===== config.mk =====
export PLATFORM = sky130hd
export DESIGN_NAME = silod_top
export DESIGN_NICKNAME = d
export VERILOG_FILES = /design/src/inc/silod_pkg.sv /design/src/silod_top.sv /design/src/silod_fifo.sv
export VERILOG_INCLUDE_DIRS = /design/src /design/src/inc
export SDC_FILE = /design/constraint.sdc
export NUM_CORES = 1
export LEC_CHECK = 0
export BUFFER_PORTS_ARGS = -buffer_cell sky130_fd_sc_hd__buf_2
export CAP_MARGIN = 10
export CORE_UTILIZATION = 55
export CTS_CLUSTER_SIZE = 12
export DETAILED_ROUTE_END_ITERATION = 7
export GPL_ROUTABILITY_DRIVEN = 0
export GPL_TIMING_DRIVEN = 0
export PLACE_DENSITY = 0.74
export SLEW_MARGIN = 20
export SYNTH_ARGS = -nofsm -noshare
export SYNTH_HDL_FRONTEND = slang
export SYNTH_HIERARCHICAL = 1
export SYNTH_SLANG_ARGS = --single-unit

===== constraint.sdc =====
create_clock -name REF_CLK -period 6.4 [get_ports REF_CLK]
set_input_delay 1.28 -clock REF_CLK [delete_from_list [all_inputs] [get_ports REF_CLK]]
set_output_delay 1.28 -clock REF_CLK [all_outputs]
set_load 0.03 [all_outputs]

===== src/inc/silod_defines.svh =====
// constants shared by the serial-in latched output driver files
`ifndef SILOD_DEFINES_SVH
`define SILOD_DEFINES_SVH

`define SILOD_NBITS       8
`define SILOD_FIFO_WIDTH  1
`define SILOD_FIFO_DEPTH  16
`define SILOD_RST_BIT     1'h0
`define SILOD_OUT_OFF     1'h0
`define SILOD_SYNC_RST    4'h0
`define SILOD_SYNC_DATA   0
`define SILOD_SYNC_CLK    1
`define SILOD_SYNC_STB    2
`define SILOD_SYNC_EN     3

`endif


===== src/inc/silod_pkg.sv =====
// types shared by the serial-in latched output driver files
`include "silod_defines.svh"

package silod_pkg;
  typedef logic [`SILOD_NBITS-1:0] silod_word_t;
  typedef logic [3:0]              silod_pins_t;
endpackage


===== src/silod_top.sv =====
// serial-in shift register, strobed latches and gated outputs
`timescale 1ns/1ps
`include "silod_defines.svh"

module silod_top #(
  parameter int NBITS      = `SILOD_NBITS,
  parameter int FIFO_DEPTH = `SILOD_FIFO_DEPTH
) (
  input  wire logic             REF_CLK,
  input  wire logic             RESETN,
  input  wire logic             SER_IN,
  input  wire logic             SHIFT_CLK,
  input  wire logic             STROBE,
  input  wire logic             ENABLE,
  output logic                  SER_OUT,
  output logic [NBITS-1:0]      DRV_OUT,
  output logic                  SHIFT_READY
);

  ////////////////////////////////////////////////////////////////////////
  // pin synchronisers
  silod_pkg::silod_pins_t pins;
  silod_pkg::silod_pins_t sync1_reg;
  silod_pkg::silod_pins_t sync2_reg;
  logic                   clk_prev_reg;
  logic                   data_s;
  logic                   clk_s;
  logic                   strobe_s;
  logic                   enable_s;
  logic                   clk_rise;

  assign pins[`SILOD_SYNC_DATA] = SER_IN;
  assign pins[`SILOD_SYNC_CLK]  = SHIFT_CLK;
  assign pins[`SILOD_SYNC_STB]  = STROBE;
  assign pins[`SILOD_SYNC_EN]   = ENABLE;

  // first stage feeds only the second, guarding against metastability
  always_ff @(posedge REF_CLK or negedge RESETN) begin
    if (!RESETN) begin
      sync1_reg <= `SILOD_SYNC_RST;
    end else begin
      sync1_reg <= pins;
    end
  end

  always_ff @(posedge REF_CLK or negedge RESETN) begin
    if (!RESETN) begin
      sync2_reg <= `SILOD_SYNC_RST;
    end else begin
      sync2_reg <= sync1_reg;
    end
  end

  assign data_s   = sync2_reg[`SILOD_SYNC_DATA];
  assign clk_s    = sync2_reg[`SILOD_SYNC_CLK];
  assign strobe_s = sync2_reg[`SILOD_SYNC_STB];
  assign enable_s = sync2_reg[`SILOD_SYNC_EN];

  always_ff @(posedge REF_CLK or negedge RESETN) begin
    if (!RESETN) begin
      clk_prev_reg <= `SILOD_RST_BIT;
    end else begin
      clk_prev_reg <= clk_s;
    end
  end

  // data and clock pass equal synchroniser depth, so the bit seen with
  // the edge is the level present at the host's rising edge
  assign clk_rise = clk_s && !clk_prev_reg;

  ////////////////////////////////////////////////////////////////////////
  // bit buffer between edge capture and the shift register
  logic fifo_in_ready;
  logic fifo_out_valid;
  logic fifo_out_data;
  logic shift_pop;
  logic drain_stall;
  logic strobe_prev_reg;

  silod_fifo #(
    .WIDTH (`SILOD_FIFO_WIDTH),
    .DEPTH (FIFO_DEPTH)
  ) u_fifo (
    .clk       (REF_CLK),
    .rst_n     (RESETN),
    .in_valid  (clk_rise),
    .in_ready  (fifo_in_ready),
    .in_data   (data_s),
    .out_valid (fifo_out_valid),
    .out_ready (!drain_stall),
    .out_data  (fifo_out_data)
  );

  always_ff @(posedge REF_CLK or negedge RESETN) begin
    if (!RESETN) begin
      strobe_prev_reg <= `SILOD_RST_BIT;
    end else begin
      strobe_prev_reg <= strobe_s;
    end
  end

  // on the falling strobe the stages freeze one cycle, so the value the
  // latches close on is the one the host saw shifted in
  assign drain_stall = strobe_prev_reg && !strobe_s;
  assign shift_pop   = fifo_out_valid && !drain_stall;

  // the host cannot be stalled; a bit arriving while full is lost, so the
  // ready flag lets a careful host pace itself
  always_ff @(posedge REF_CLK or negedge RESETN) begin
    if (!RESETN) begin
      SHIFT_READY <= `SILOD_RST_BIT;
    end else begin
      SHIFT_READY <= fifo_in_ready;
    end
  end

  ////////////////////////////////////////////////////////////////////////
  // shift register, latches and outputs
  logic [NBITS-1:0] shift_reg;
  logic [NBITS-1:0] latch_reg;

  always_ff @(posedge REF_CLK or negedge RESETN) begin
    if (!RESETN) begin
      shift_reg[0] <= `SILOD_RST_BIT;
    end else if (shift_pop) begin
      shift_reg[0] <= fifo_out_data;
    end
  end

  genvar gi;
  generate
    for (gi = 1; gi < NBITS; gi++) begin : g_stage
      always_ff @(posedge REF_CLK or negedge RESETN) begin
        if (!RESETN) begin
          shift_reg[gi] <= `SILOD_RST_BIT;
        end else if (shift_pop) begin
          shift_reg[gi] <= shift_reg[gi-1];
        end
      end
    end
  endgenerate

  generate
    for (gi = 0; gi < NBITS; gi++) begin : g_bit
      always_ff @(posedge REF_CLK or negedge RESETN) begin
        if (!RESETN) begin
          latch_reg[gi] <= `SILOD_RST_BIT;
        end else if (strobe_s) begin
          latch_reg[gi] <= shift_reg[gi];
        end
      end

      // enable only gates the driver, never the stored state
      always_ff @(posedge REF_CLK or negedge RESETN) begin
        if (!RESETN) begin
          DRV_OUT[gi] <= `SILOD_OUT_OFF;
        end else if (enable_s) begin
          DRV_OUT[gi] <= `SILOD_OUT_OFF;
        end else begin
          DRV_OUT[gi] <= latch_reg[gi];
        end
      end
    end
  endgenerate

  // mirrors the last stage one cycle late, the same lag as a direct wire
  // through the output flop would add anyway
  always_ff @(posedge REF_CLK or negedge RESETN) begin
    if (!RESETN) begin
      SER_OUT <= `SILOD_RST_BIT;
    end else begin
      SER_OUT <= shift_reg[NBITS-1];
    end
  end

  ////////////////////////////////////////////////////////////////////////
  // checks
  a_first_stage: assert property (
    @(posedge REF_CLK) disable iff (!RESETN)
    shift_pop |=> shift_reg[0] == $past(fifo_out_data))
    else $error("stage one did not load the buffered bit");

  a_edge_reaches: assert property (
    @(posedge REF_CLK) disable iff (!RESETN)
    clk_rise && fifo_in_ready |=> fifo_out_valid)
    else $error("captured bit missing from buffer");

  a_shift_advance: assert property (
    @(posedge REF_CLK) disable iff (!RESETN)
    shift_pop |=> shift_reg[NBITS-1:1] == $past(shift_reg[NBITS-2:0]))
    else $error("stages did not advance by one");

  a_shift_still: assert property (
    @(posedge REF_CLK) disable iff (!RESETN)
    !shift_pop |=> $stable(shift_reg))
    else $error("stages moved without a shift");

  a_latch_copy: assert property (
    @(posedge REF_CLK) disable iff (!RESETN)
    strobe_s |=> latch_reg == $past(shift_reg))
    else $error("latch did not follow stage under strobe");

  a_latch_hold: assert property (
    @(posedge REF_CLK) disable iff (!RESETN)
    !strobe_s ##1 !strobe_s |-> $stable(latch_reg))
    else $error("latch changed with strobe low");

  a_outputs_off: assert property (
    @(posedge REF_CLK) disable iff (!RESETN)
    enable_s [*2] |-> DRV_OUT == '0 &&
      ($stable(latch_reg) || $past(strobe_s)))
    else $error("outputs on while enable high");

  a_output_follow: assert property (
    @(posedge REF_CLK) disable iff (!RESETN)
    !enable_s |=> DRV_OUT == $past(latch_reg))
    else $error("output does not match latch");

  a_serial_tail: assert property (
    @(posedge REF_CLK) disable iff (!RESETN)
    shift_pop |=> ##1 SER_OUT == $past(shift_reg[NBITS-1]))
    else $error("serial output lost the last stage");

  a_drain_bound: assert property (
    @(posedge REF_CLK) disable iff (!RESETN)
    fifo_out_valid |-> ##[0:1] shift_pop)
    else $error("buffer not drained");

  // a captured edge reaches stage one within the drain stall allowance
  a_rise_to_shift: assert property (
    @(posedge REF_CLK) disable iff (!RESETN)
    clk_rise && fifo_in_ready |-> ##[1:2] shift_pop)
    else $error("captured bit never shifted in");

  // one host edge must never shift twice
  a_edge_single: assert property (
    @(posedge REF_CLK) disable iff (!RESETN)
    clk_rise |=> !clk_rise)
    else $error("edge detector fired twice");

  // at the legal host pace the buffer drains faster than it fills
  a_never_full: assert property (
    @(posedge REF_CLK) disable iff (!RESETN)
    clk_rise |-> fifo_in_ready)
    else $error("bit arrived while buffer full");

  // pins reach the logic only through the second flop
  a_sync_depth: assert property (
    @(posedge REF_CLK) disable iff (!RESETN)
    1'h1 |=> sync2_reg == $past(sync1_reg))
    else $error("pin synchroniser skipped a stage");

  // the stall lasts one cycle so the buffer cannot back up
  a_stall_once: assert property (
    @(posedge REF_CLK) disable iff (!RESETN)
    drain_stall |=> !drain_stall)
    else $error("drain stall held too long");

  a_stall_freeze: assert property (
    @(posedge REF_CLK) disable iff (!RESETN)
    $fell(strobe_s) |=> $stable(shift_reg))
    else $error("stages moved as the latches closed");

  a_enable_off: assert property (
    @(posedge REF_CLK) disable iff (!RESETN)
    enable_s |=> DRV_OUT == '0)
    else $error("output on one cycle after enable high");

  a_output_on: assert property (
    @(posedge REF_CLK) disable iff (!RESETN)
    !enable_s ##1 (!enable_s && $stable(latch_reg)) |-> DRV_OUT == latch_reg)
    else $error("enabled output differs from latch");

  // between shifts the cascade output settles on the last stage
  a_serial_mirror: assert property (
    @(posedge REF_CLK) disable iff (!RESETN)
    !shift_pop |=> SER_OUT == shift_reg[NBITS-1])
    else $error("serial output differs from last stage");

  c_strobe_pulse: cover property (@(posedge REF_CLK) disable iff (!RESETN)
    !strobe_s ##1 strobe_s [*3] ##1 !strobe_s);

  c_enable_cycle: cover property (@(posedge REF_CLK) disable iff (!RESETN)
    enable_s ##1 !enable_s ##1 DRV_OUT != '0);

  c_two_shifts: cover property (@(posedge REF_CLK) disable iff (!RESETN)
    shift_pop ##[1:15] shift_pop);

  // strobe tied high with outputs held off while shifting
  c_tied_shift: cover property (@(posedge REF_CLK) disable iff (!RESETN)
    strobe_s && enable_s && shift_pop);
endmodule


===== src/silod_fifo.sv =====
// first-in first-out buffer with valid/ready on both sides
`timescale 1ns/1ps
`include "silod_defines.svh"

module silod_fifo #(
  parameter int WIDTH = `SILOD_FIFO_WIDTH,
  parameter int DEPTH = `SILOD_FIFO_DEPTH
) (
  input  wire logic             clk,
  input  wire logic             rst_n,
  input  wire logic             in_valid,
  output logic                  in_ready,
  input  wire logic [WIDTH-1:0] in_data,
  output logic                  out_valid,
  input  wire logic             out_ready,
  output logic [WIDTH-1:0]      out_data
);
  localparam int AW = (DEPTH > 1) ? $clog2(DEPTH) : 1;
  localparam logic [AW:0]   FULL_CNT = (AW + 1)'(DEPTH);
  localparam logic [AW-1:0] LAST_PTR = AW'(DEPTH - 1);
  localparam logic [AW-1:0] PTR_ONE  = AW'(1);
  localparam logic [AW:0]   CNT_ONE  = (AW + 1)'(1);

  logic [WIDTH-1:0] mem [DEPTH];
  logic [AW-1:0]    wr_ptr_reg;
  logic [AW-1:0]    rd_ptr_reg;
  logic [AW:0]      count_reg;
  logic             push;
  logic             pop;

  assign in_ready  = (count_reg != FULL_CNT);
  assign out_valid = (count_reg != '0);
  assign out_data  = mem[rd_ptr_reg];
  assign push      = in_valid && in_ready;
  assign pop       = out_valid && out_ready;

  always_ff @(posedge clk) begin
    if (push) begin
      mem[wr_ptr_reg] <= in_data;
    end
  end

  always_ff @(posedge clk or negedge rst_n) begin
    if (!rst_n) begin
      wr_ptr_reg <= '0;
    end else if (push) begin
      wr_ptr_reg <= (wr_ptr_reg == LAST_PTR) ? '0 : wr_ptr_reg + PTR_ONE;
    end
  end

  always_ff @(posedge clk or negedge rst_n) begin
    if (!rst_n) begin
      rd_ptr_reg <= '0;
    end else if (pop) begin
      rd_ptr_reg <= (rd_ptr_reg == LAST_PTR) ? '0 : rd_ptr_reg + PTR_ONE;
    end
  end

  always_ff @(posedge clk or negedge rst_n) begin
    if (!rst_n) begin
      count_reg <= '0;
    end else if (push && !pop) begin
      count_reg <= count_reg + CNT_ONE;
    end else if (pop && !push) begin
      count_reg <= count_reg - CNT_ONE;
    end
  end

  // a push must never overwrite the head the reader is still looking at
  a_head_stable: assert property (@(posedge clk) disable iff (!rst_n)
    out_valid && !out_ready |=> $stable(out_data))
    else $error("buffer head changed while stalled");
endmodule


# --- Word level (Yosys, flattened, before mapping) ---
# Memory sizes are Yosys's and may differ from the RTL's. A register that Yosys moved wholly into a read port is not among the register bits.
# Cells that the tools add are included.
# Widths: inputs -> output; s select.
word_totals:
  in_bits: 6
  n_memories: 1
  latchBits: 0
  mem_bits_ro: 0
  ff_bits: 48
  ramBits: 16
  word_cells: 68
memory_table:
  columns: ["name", "words", "width", "rd", "rd_clocked_by_memory_dff", "wr", "line_no", "source"]
  rows:
  - ["u_fifo.mem", 16, 1, 1, 1, 1, "silod_fifo.sv:24", "logic [WIDTH-1:0] mem [DEPTH];"]
op_classes:
  mul: 0
  n_eq_ne: 3
  n_mux: 14
  shift: 0
  bitwise_logic: 0
  n_addsub: 4
  order_cmp: 0
  reduce_logical: 14
  div: 0
ops:
  columns: ["operator", "count"]
  rows:
  - ["$mux 1", 10]
  - ["$mux 5", 2]
  - ["$add 4x1->4 const B", 2]
  - ["$eq 4x4->1 const B", 2]
  - ["$mux 4", 2]
  - ["$logic_and 1x1->1", 6]
  - ["$logic_not 1->1", 6]
  - ["$add 5x1->5 const B", 1]
  - ["$ne 5x5->1 const B", 1]
  - ["$reduce_bool 5->1", 1]
  - ["$sub 5x1->5 const B", 1]
  - ["$reduce_bool 2->1", 1]

# --- Depth between registers and ports, before layout ---
# Gate-level depths: netlist of run 1.
logic_depth:
  depth_word: 7
  mapped_depth: 10
  ltp_nobuf: 9

# --- By module ---
# Netlist of run 1, hierarchy kept.
by_module_without_submodules:
  columns: ["module", "cells_each", "instances", "area_each_um2"]
  rows:
  - ["silod_fifo", 128, 1, 1517.7]
  - ["silod_top", 64, 1, 1212.4]

# --- Worst setup path before layout of run 1 ---
# OpenSTA, ideal clock, no wires.
synth_timing:
  kind: "register to register"
  start: "register u_fifo.count_reg[1]"
  end: "register u_fifo.count_reg[4]"
  period_less_slack_ns: 2.697
  setup_ns: 0.136
  path_stages_with_launch: 9
  t_arrival_ns: 2.561
  setup_slack_ns: 3.703
  path_cell_list: "dfrtp_1 -> or4_4 -> o21ai_4 -> ha_1 -> inv_1 -> fa_1 -> a21o_1 -> a2111oi_0 -> o31ai_1"
synth_between:
  elab_chain_cells: 5
synth_rtl:
  columns: ["item", "line_no", "source"]
  rows:
  - ["start, declared", "silod_fifo.sv:27", "logic [AW:0] count_reg;"]
  - ["start signal, assigned", "silod_fifo.sv:63", "count_reg <= count_reg + CNT_ONE;"]
  - ["start signal, assigned", "silod_fifo.sv:65", "count_reg <= count_reg - CNT_ONE;"]
  - ["parallel branches: the longest is 5 deep, another holds $sub 5x1->5", null, null]
# Several ways; the timed one is not identified. The select of a mux whose other input is x is not followed.
# A chain may end at the register's enable or synchronous reset.

# --- Final worst setup path of run 1 ---
# Same ends and word-level chain as after synthesis.

==> impl_metrics.ini, run 1 <==
[run_status]
status = complete, no violations

[cts]
cts_setup_buffers = 0
cts_buffer_depth = 2
cts_sinks = 65
cts_made_buffers = 9
clk_pin_slew_ns = 0.07
hold_buffers = 0
htree_levels = 3
insertion_delay_ns = 0.33
cts_resized = 0
cts_root_buf = clkbuf_8
cts_tree = built

[detailed_routing]
firstDrtPassIters = 4
via_count = 1523
ant_nets = 0
wl_per_cell_um = 14.0
drt-initial-drc-count = 46
vias_per_cell = 5.25
drc_errors = 0
wl_um = 4070

[worst_setup_path]
end_kind = flip-flop
cp_top_family = compound AO/OA/AOI/OAI gates
worst-path-buf-inv = 1
crit_fanout = 7
max_stage_delay_ns = 0.57
arrival_ns = 3.23
path_cells = or4_4, o21ai_4, ha_1, inv_1, fa_1, a21o_1, a2111oi_0, o31ai_1
crit_type = reg2reg
cp.required_ns = 6.60
startpoint = u_fifo/count_reg[1]
r2r-start = u_fifo/count_reg[1]
crit_slowest_cell = or4_4
cp-start-kind = flip-flop

[floorplanning]
ios = 16
initial_core_util_pct = 57.4
rows = 25
fp.dieW_um = 72.5
die-area_sq_um = 5250
core_sq_um = 4750
die_y_um = 72.5

[synthesis]
yosysSeqAreaShare_pct = 62.5
ys_warn_count = 6
synthFlopType = dfrtp_1
synth_edf_count = 16
ys_ff_latch = 65
ys_async_sr_fraction_pct = 75.4
ys_types = 38
synth_top_family_by_area = multiplexers
synthCells = 192
synth_compound_area_share_pct = 5.41
synthXorXnorAreaFrac_pct = 1.60
synth_adder_area_share_pct = 4.86
synthSimpleGateAreaFrac_pct = 10.8
syn_nets = 208
syn_avg_cell_area_sq_um = 14.2
synth_area_sq_um = 2730
synth_mux_area_share_pct = 12.7

[layout]
multi_input_area_sq_um = 966
regArea_sq_um = 1710
fin_util_pct = 65.2
largest_reg_flops = 16
diodes = 0
area_delta_synth_final_pct = 13.6
fin_nets = 234
nFillCells = 367
drive_gt1_share_pct = 27.4
largest-register = u_fifo/mem
final_area_sq_um = 3100

[timing]
fmax_mhz = 330
setup_slack_ns = 3.37
hold_violations = 0
finClkSkew_ns = 0.00605
fin_crit_sh_pct = 47.4
setup_viol = 0
rsz0062_at_grt = false
worst_pin_slew_ns = 0.581
period_needed_ns = 3.03
slew_headroom_pct = 61.2
slew_violations = 0
timing.setup.tns_ns = 0

[placed_design]
io_buffers = 15
dp_hpwl_um = 2850
post_dp_cell_area_sq_um = 2890
dp_slack_ns = 3.39

[hold_path]
hold_class = reg2reg
hp-start = sync1_reg[1]

[global_route]
grt_pass1_wl_um = 7160
grt_usage_pct = 18.6
grt_pass1_vias = 1561
antenna_found_initial = 0
grt-ovfl-total = 0
grt_max_degree = 50

[power_and_ir_drop]
p_leak_uw = 0.00131
switching_power_uw = 477
switching_share_pct = 32.9
power_density_nw_per_um2 = 468
total_power_uw = 1450
clkPwrFrac_pct = 23.6
vdd_drop_max_mv = 0.278
p_seq_share_pct = 43.9
pwr-share-comb_pct = 32.6
p_int_uw = 973

[flow_run]
cap_violations = 0
cell families after synthesis:
family / count (synthesis)
xor gates and xnor gates: 5
and+or+nand+nor: 56
AOI/OAI and AO/OA: 21
DFF: 65
muxes: 24
adders and majority gates: 10
buffers and inverters: 11
path summary, 6_finish.rpt:
path	slack, ns	endpoint	cells after the start
worst max-delay path	3.37	u_fifo/count_reg[4]	8
worst min-delay path	0.35	sync2_reg[1]	0
worst max register to register	3.37	u_fifo/count_reg[4]	8
worst min register to register	0.35	sync2_reg[1]	0
max in group asynchronous	5.06	sync2_reg[0]	1
min in group asynchronous	0.94	DRV_OUT[6]	1
metal layers:
metal	wire length [um]	vias to the layer above	global-route usage, %
met4	34	0	8.50
met5	0	-	0
met1	1780	750	22.7
met3	191	4	6.25
li1	-	727	-
met2	2070	42	30.3
cell usage after synthesis (all sizes together) (2+ instances only):
cell     n  area [sq um]
nor2    14          52.6
xnor2    3          26.3
nor3     8          40.0
buf      5          35.0
o21ai    7          46.3
ha       9           113
clkbuf   2          7.51
a21oi    4          20.0
nand2   14          68.8
mux4     4          90.1
xor2     2          17.5
nor2b   10          62.6
nand3    4          20.0
edfxtp  16           480
dfrtp   49          1230
a21o     3          23.8
nand2b   3          26.3
mux2    18           236
inv      4          15.0
mux2i    2          20.0
power groups by stage:
| stage | registers (uW) | clock network, uW | logic, uW |
|---|---|---|---|
| global placement | 632 | 0 | 447 |
| global route | 654 | 372 | 523 |
| detailed placement | 645 | 0 | 474 |
| finish | 636 | 342 | 472 |
| floorplan | 657 | 0 | 348 |
| CTS | 637 | 352 | 477 |
area by class of cell:
cell class              instances  share of cell area, %
plain buffers                   7                   1.37
clock buffers                  12                   5.69
clock inverters                 4                   1.05
inverters                       4                  0.484
multi-input cells             116                   31.2
flip-flops and latches         65                   55.0
well taps                      67                   2.70
repair buffers                 15                   2.50
placed cells by master (no fill, tap or decap), types with 2 or more instances in the layout:
cell type,count
dfrtp_1,49
edfxtp_1,16
buf_2,15
nor2_1,14
nand2_1,13
clkbuf_8,11
nor2b_1,10
mux2_2,9
mux2_4,9
ha_1,9
nor3_1,8
o21ai_0,6
inv_1,4
mux4_2,4
a21oi_1,4
nand3_1,4
clkinv_4,3
xnor2_1,3
buf_6,2
buf_1,2
nand2b_1,2
clkbuf_1,2
mux2i_1,2
xor2_1,2
a21o_1,2
stage by stage:
step	instances	hold slack [ns]
floorplan	192	0.331
global placement	274	0.333
detailed placement	274	0.336
CTS	290	0.361
global route	290	0.366
finish	290	0.354
Power figures use the tool's default switching activity.
==> run 2: changes to the inputs <==
Settings changed: ABC_AREA set to 1, CORE_UTILIZATION 55 to 54, PLACE_DENSITY 0.74 to 0.76.
Clock period 6.4 ns to 2.7 ns, I/O delays scaled along.
==> run 2 against run 1 <==
  * First-iteration DRC count grew to 3.5 times the previous value
  * Clock-buffer cell count shrank 1
  * Clock power grew to 2.8 times the previous value
  * Power grew 140%
  * Critical path type unchanged
==> impl_metrics.ini, run 2 <==
[run_status]
status = complete, no violations

[synthesis]
synth_edf_count = 16
ys_ff_latch = 65
yosysMostFrequentCell = nand2_1
synth_area_sq_um = 2840
yosysSeqAreaShare_pct = 60.0
synthFlopType = dfrtp_1
ys_types = 28
ys_warn_count = 6
ys_async_sr_fraction_pct = 75.4
synthTopCellsByCount = 80 x nand2_1, 49 x dfrtp_1, 36 x inv_1, 29 x nor2_1, 25 x nand3_1
syn_avg_cell_area_sq_um = 9.74
synth.largest_area_cell = dfrtp_1
synth_top_area_share_pct = 43.1
synthCells = 292
syn_nets = 308
synthTopCellsByArea = dfrtp_1 43%, edfxtp_1 17%, nand2_1 11%, inv_1 4.8%, nand3_1 4.4%

[global_route]
grt_usage_pct = 19.7
grt_max_degree = 50
grt_pass1_wl_um = 7850
grt-ovfl-total = 0
grt_pass1_vias = 1740
antenna_found_initial = 0

[timing]
worst_pin_slew_ns = 0.606
setup_viol = 0
whs_ns = 0.200
slew_headroom_pct = 59.6
timing.setup.tns_ns = 0
fmax_mhz = 432
finClkSkew_ns = 0.00889
fin_crit_sh_pct = 85.8
rsz0062_at_grt = false
period_needed_ns = 2.32
slew_violations = 0
hold_violations = 0

[worst_setup_path]
cp-start-kind = flip-flop
max_stage_delay_ns = 0.47
ff2ff_path_depth = 12
worst-path-stages = 12
r2r_slack_ns = 0.38
r2r-end = u_fifo/count_reg[4]
r2r-start = u_fifo/count_reg[1]
critPathMostFrequentCell = nand2_1
crit_type = reg2reg
crit_end = u_fifo/count_reg[4]
path_cells = nor2_4, nand4_2, nand2_4, inv_8, ha_1, inv_1, ha_1, or2_2, nand3_1, nand2_1, nand2_1, nand2_1
end_kind = flip-flop
cp.required_ns = 2.94
cp_top_family = simple AND/OR/NAND/NOR gates
crit_slowest_cell = dfrtp_1
startpoint = u_fifo/count_reg[1]
worst-path-buf-inv = 2
crit_fanout = 8
arrival_ns = 2.56

[floorplanning]
core_sq_um = 5070
initial_core_util_pct = 56.0
die-area_sq_um = 5560
die_y_um = 74.6
ios = 16
rows = 26
fp.dieW_um = 74.6

[layout]
fin_nets = 334
final_area_sq_um = 3250
drive_gt1_share_pct = 15.8
area_delta_synth_final_pct = 14.1
layout_common_cells = 80 x nand2_1, 49 x dfrtp_1, 36 x inv_1
diodes = 0
fin_util_pct = 64.0
finalNonFillerCells = 393
layout_commonest_cell = nand2_1
largest_reg_flops = 16
largest-register = u_fifo/mem

[power_and_ir_drop]
vdd_drop_max_mv = 0.617
clkPwrFrac_pct = 27.7
switching_share_pct = 36.1
switching_power_uw = 1260
pwr-share-comb_pct = 30.7
p_leak_uw = 0.00164
power_density_nw_per_um2 = 1080
p_seq_share_pct = 41.6
p_int_uw = 2240

[detailed_routing]
drt-initial-drc-count = 162
wl_per_cell_um = 11.8
wl_um = 4630
vias_per_cell = 4.85
firstDrtPassIters = 4
drc_errors = 0
via_count = 1908
ant_nets = 0

[cts]
cts_root_buf = clkbuf_8
htree_levels = 3
cts_made_buffers = 9
clk_pin_slew_ns = 0.07
hold_buffers = 0
cts_buffer_depth = 2
insertion_delay_ns = 0.34
cts_setup_buffers = 0
cts_resized = 0
cts_sinks = 65
cts_tree = built

[placed_design]
io_buffers = 15
dp_hpwl_um = 3090
dp_cells = 377
post_dp_cell_area_sq_um = 3010

[hold_path]
hold_class = in2async

[flow_run]
cap_violations = 0
run 2: changes by cell type in the layout (fill, tap and decap cells not counted), moves of 9 or more:
| cell | previous run | this run |
|---|---|---|
| nor2_1 | 14 | 29 |
| mux2_2 | 9 | 0 |
| inv_1 | 4 | 36 |
| mux2_4 | 9 | 0 |
| nand2_1 | 13 | 80 |
| nand3_1 | 4 | 25 |
| nor2b_1 | 10 | 0 |
run 2: metal layers:
metal	GRT usage [%]	routed length [um]	vias up
li1	-	-	969
met1	25.3	2120	893
met2	28.9	2250	36
met3	6.78	162	10
met4	11.9	100	0
met5	0	0	-
run 2: cell families after synthesis:
logic type                 count (synthesis)  share of synthesized area (%)
buffers and inverters                     45                           6.47
and+or+nand+nor                          149                           24.0
adders and majority gates                 10                           4.66
DFF                                       65                           60.0
xor gates and xnor gates                   5                           1.54
AOI/OAI and AO/OA                         18                           3.34
run 2: worst reg2reg max path, stage by stage, from the launching register on:
cell,delay [ns]
dfrtp_1,0.47
nor2_4,0.16
nand4_2,0.12
nand2_4,0.16
inv_8,0.07
ha_1,0.23
inv_1,0.16
ha_1,0.29
or2_2,0.32
nand3_1,0.08
nand2_1,0.05
nand2_1,0.05
nand2_1,0.05
run 2: worst min path at each step:
stage / from / to / slack [ns] / cells past startpoint
floorplan: RESETN / DRV_OUT[0] / 0.24 / 0
global placement: sync1_reg[3] / sync2_reg[3] / 0.33 / 0
detailed placement: sync1_reg[1] / sync2_reg[1] / 0.34 / 0
CTS: ENABLE / sync1_reg[3] / 0.29 / 1
global route: RESETN / DRV_OUT[7] / 0.25 / 1
finish: RESETN / u_fifo/rd_ptr_reg[2] / 0.20 / 1
run 2: through the flow:
stage / setup WS, ns / total power, uW
CTS: 0.376 / 3520
finish: 0.383 / 3500
global route: 0.204 / 3770
floorplan: 0.629 / 2280
global placement: 0.467 / 2490
detailed placement: 0.409 / 2540
run 2: power by group through the flow:
stage	combinational (uW)	clock (uW)	sequential [uW]
3_5_place_dp	1070	0	1470
4_1_cts	1090	981	1460
5_1_grt	1240	1030	1500
3_3_place_gp	1020	0	1460
2_1_floorplan	789	0	1490
6_report	1080	971	1460
run 2: final cells by class:
cell class,count,area (sq um)
multi-input combinational,182,953
sequential,65,1710
buffer,5,26.3
clock buffer,11,153
fill,403,1830
inverter,40,158
clock inverter,5,83.8
timing repair buffer,15,77.6
tap,70,87.6
==> run 3: changes to the inputs <==
==> constraint.sdc (replaced) <==
create_clock -name REF_CLK -period 2.7 [get_ports REF_CLK]
set_input_delay 0.27 -clock REF_CLK [delete_from_list [all_inputs] [get_ports REF_CLK]]
set_output_delay 0.27 -clock REF_CLK [all_outputs]
set_load 0.03 [all_outputs]
==> run 3 against run 2 <==
  * Power is essentially flat
  * Sequential share of layout area down 0.16 points
  * Die area unchanged
  * Clock skew about the same
  * Register-to-register slack about the same
  * Flip-flop and latch count is the same
  * Sequential power about the same
  * Critical path type unchanged
  * Critical endpoint unchanged
==> impl_metrics.ini, run 3 (synthesis results as in run 2) <==
[run_status]
status = complete, no violations

[timing]
timing.setup.tns_ns = 0
slew_headroom_pct = 59.7
finClkSkew_ns = 0.00889
whs_ns = 0.0257
fin_crit_sh_pct = 85.9
fmax_mhz = 431
worst_pin_slew_ns = 0.604
slew_violations = 0
hold_violations = 0
setup_viol = 0
period_needed_ns = 2.32
rsz0062_at_grt = false

[cts]
hold_buffers = 0
cts_buffer_depth = 2
cts_setup_buffers = 0
htree_levels = 3
cts_tree = built
cts_resized = 0
insertion_delay_ns = 0.34
cts_made_buffers = 9
cts_sinks = 65
cts_root_buf = clkbuf_8
clk_pin_slew_ns = 0.07

[worst_setup_path]
path_cells = nor2_4, nand4_2, nand2_4, inv_8, ha_1, inv_1, ha_1, or2_2, nand3_1, nand2_1, nand2_1, nand2_1
crit_slowest_cell = dfrtp_1
max_stage_delay_ns = 0.47
critPathMostFrequentCell = nand2_1
worst-path-buf-inv = 2
cp-start-kind = flip-flop
end_kind = flip-flop
crit_type = reg2reg
cp.required_ns = 2.94
crit_fanout = 8
arrival_ns = 2.56
cp_top_family = simple AND/OR/NAND/NOR gates

[power_and_ir_drop]
total_power_uw = 3500
vdd_drop_max_mv = 0.616
power_density_nw_per_um2 = 1080
p_leak_uw = 0.00164

[placed_design]
dp_cells = 377
post_dp_cell_area_sq_um = 3010
io_buffers = 15
dp_hpwl_um = 3090

[global_route]
antenna_found_initial = 0
grt_max_degree = 50
grt-ovfl-total = 0
grt_pass1_wl_um = 7850
grt_pass1_vias = 1740
grt_usage_pct = 19.7

[flow_run]
cap_violations = 0

[layout]
multi_input_area_sq_um = 953
drive_gt1_share_pct = 15.7
largest_reg_flops = 16
layout_common_cells = 80 x nand2_1, 49 x dfrtp_1, 36 x inv_1
layout_commonest_cell = nand2_1
largest-register = u_fifo/mem
fin_nets = 335
regArea_sq_um = 1710
final_area_sq_um = 3260
diodes = 0
nFillCells = 402
finalNonFillerCells = 394
area_delta_synth_final_pct = 14.5

[detailed_routing]
vias_per_cell = 4.89
drt-initial-drc-count = 142
drc_errors = 0
via_count = 1925
ant_nets = 0
wl_um = 4610
firstDrtPassIters = 4
dr_wl_met2_um = 2250
wl_met1_um = 2090
dr_wl_met3_um = 179
top_layer_used = met4
wl_per_cell_um = 11.7

[floorplanning]
initial_core_util_pct = 56.0
rows = 26
ios = 16
die-area_sq_um = 5560
core_sq_um = 5070
fp.dieW_um = 74.6
die_y_um = 74.6

[hold_path]
hold_class = in2reg
## run 3: changes by cell type in the layout (fill, tap and decap cells not counted)
cell           delta
dlygate4sd3_1     +1
## run 3: per-layer routing
metal	global-route usage [%]	vias to the layer above
met3	6.78	10
met4	11.9	0
met2	28.9	41
li1	-	971
met1	25.3	903
met5	0	-
## run 3: final cells by class
class / instances / share of cell area, %
multi-input combinational: 182 / 29.3
clock inverter: 5 / 2.57
tap: 70 / 2.69
inverter: 40 / 4.84
clock buffer: 11 / 4.69
buffer: 5 / 0.807
sequential: 65 / 52.4
timing repair buffer: 16 / 2.69
## run 3: through the flow
stage | util [%] | worst slack (ns)
after floorplan | - | 0.629
after global placement | 59.2 | 0.467
after detailed placement | 59.2 | 0.409
after CTS | 63.9 | 0.376
after global routing | 64.2 | 0.204
final | 64.2 | 0.381
## run 3: worst paths after layout
check | startpoint | end | slack, ns | depth (start not counted)
worst max-delay path | u_fifo/count_reg[1] | u_fifo/count_reg[4] | 0.38 | 12
worst min-delay path | SHIFT_CLK | sync1_reg[1] | 0.03 | 1
worst max register to register | u_fifo/count_reg[1] | u_fifo/count_reg[4] | 0.38 | 12
worst min register to register | sync1_reg[0] | sync2_reg[0] | 0.34 | 0
max in group asynchronous | RESETN | u_fifo/wr_ptr_reg[0] | 1.80 | 2
min in group asynchronous | RESETN | u_fifo/rd_ptr_reg[2] | 0.48 | 2
## run 3: where the power goes
part	switching (uW)	total (uW)	internal [uW]
registers	203	1460	1250
clock network	388	970	582
logic	671	1080	406
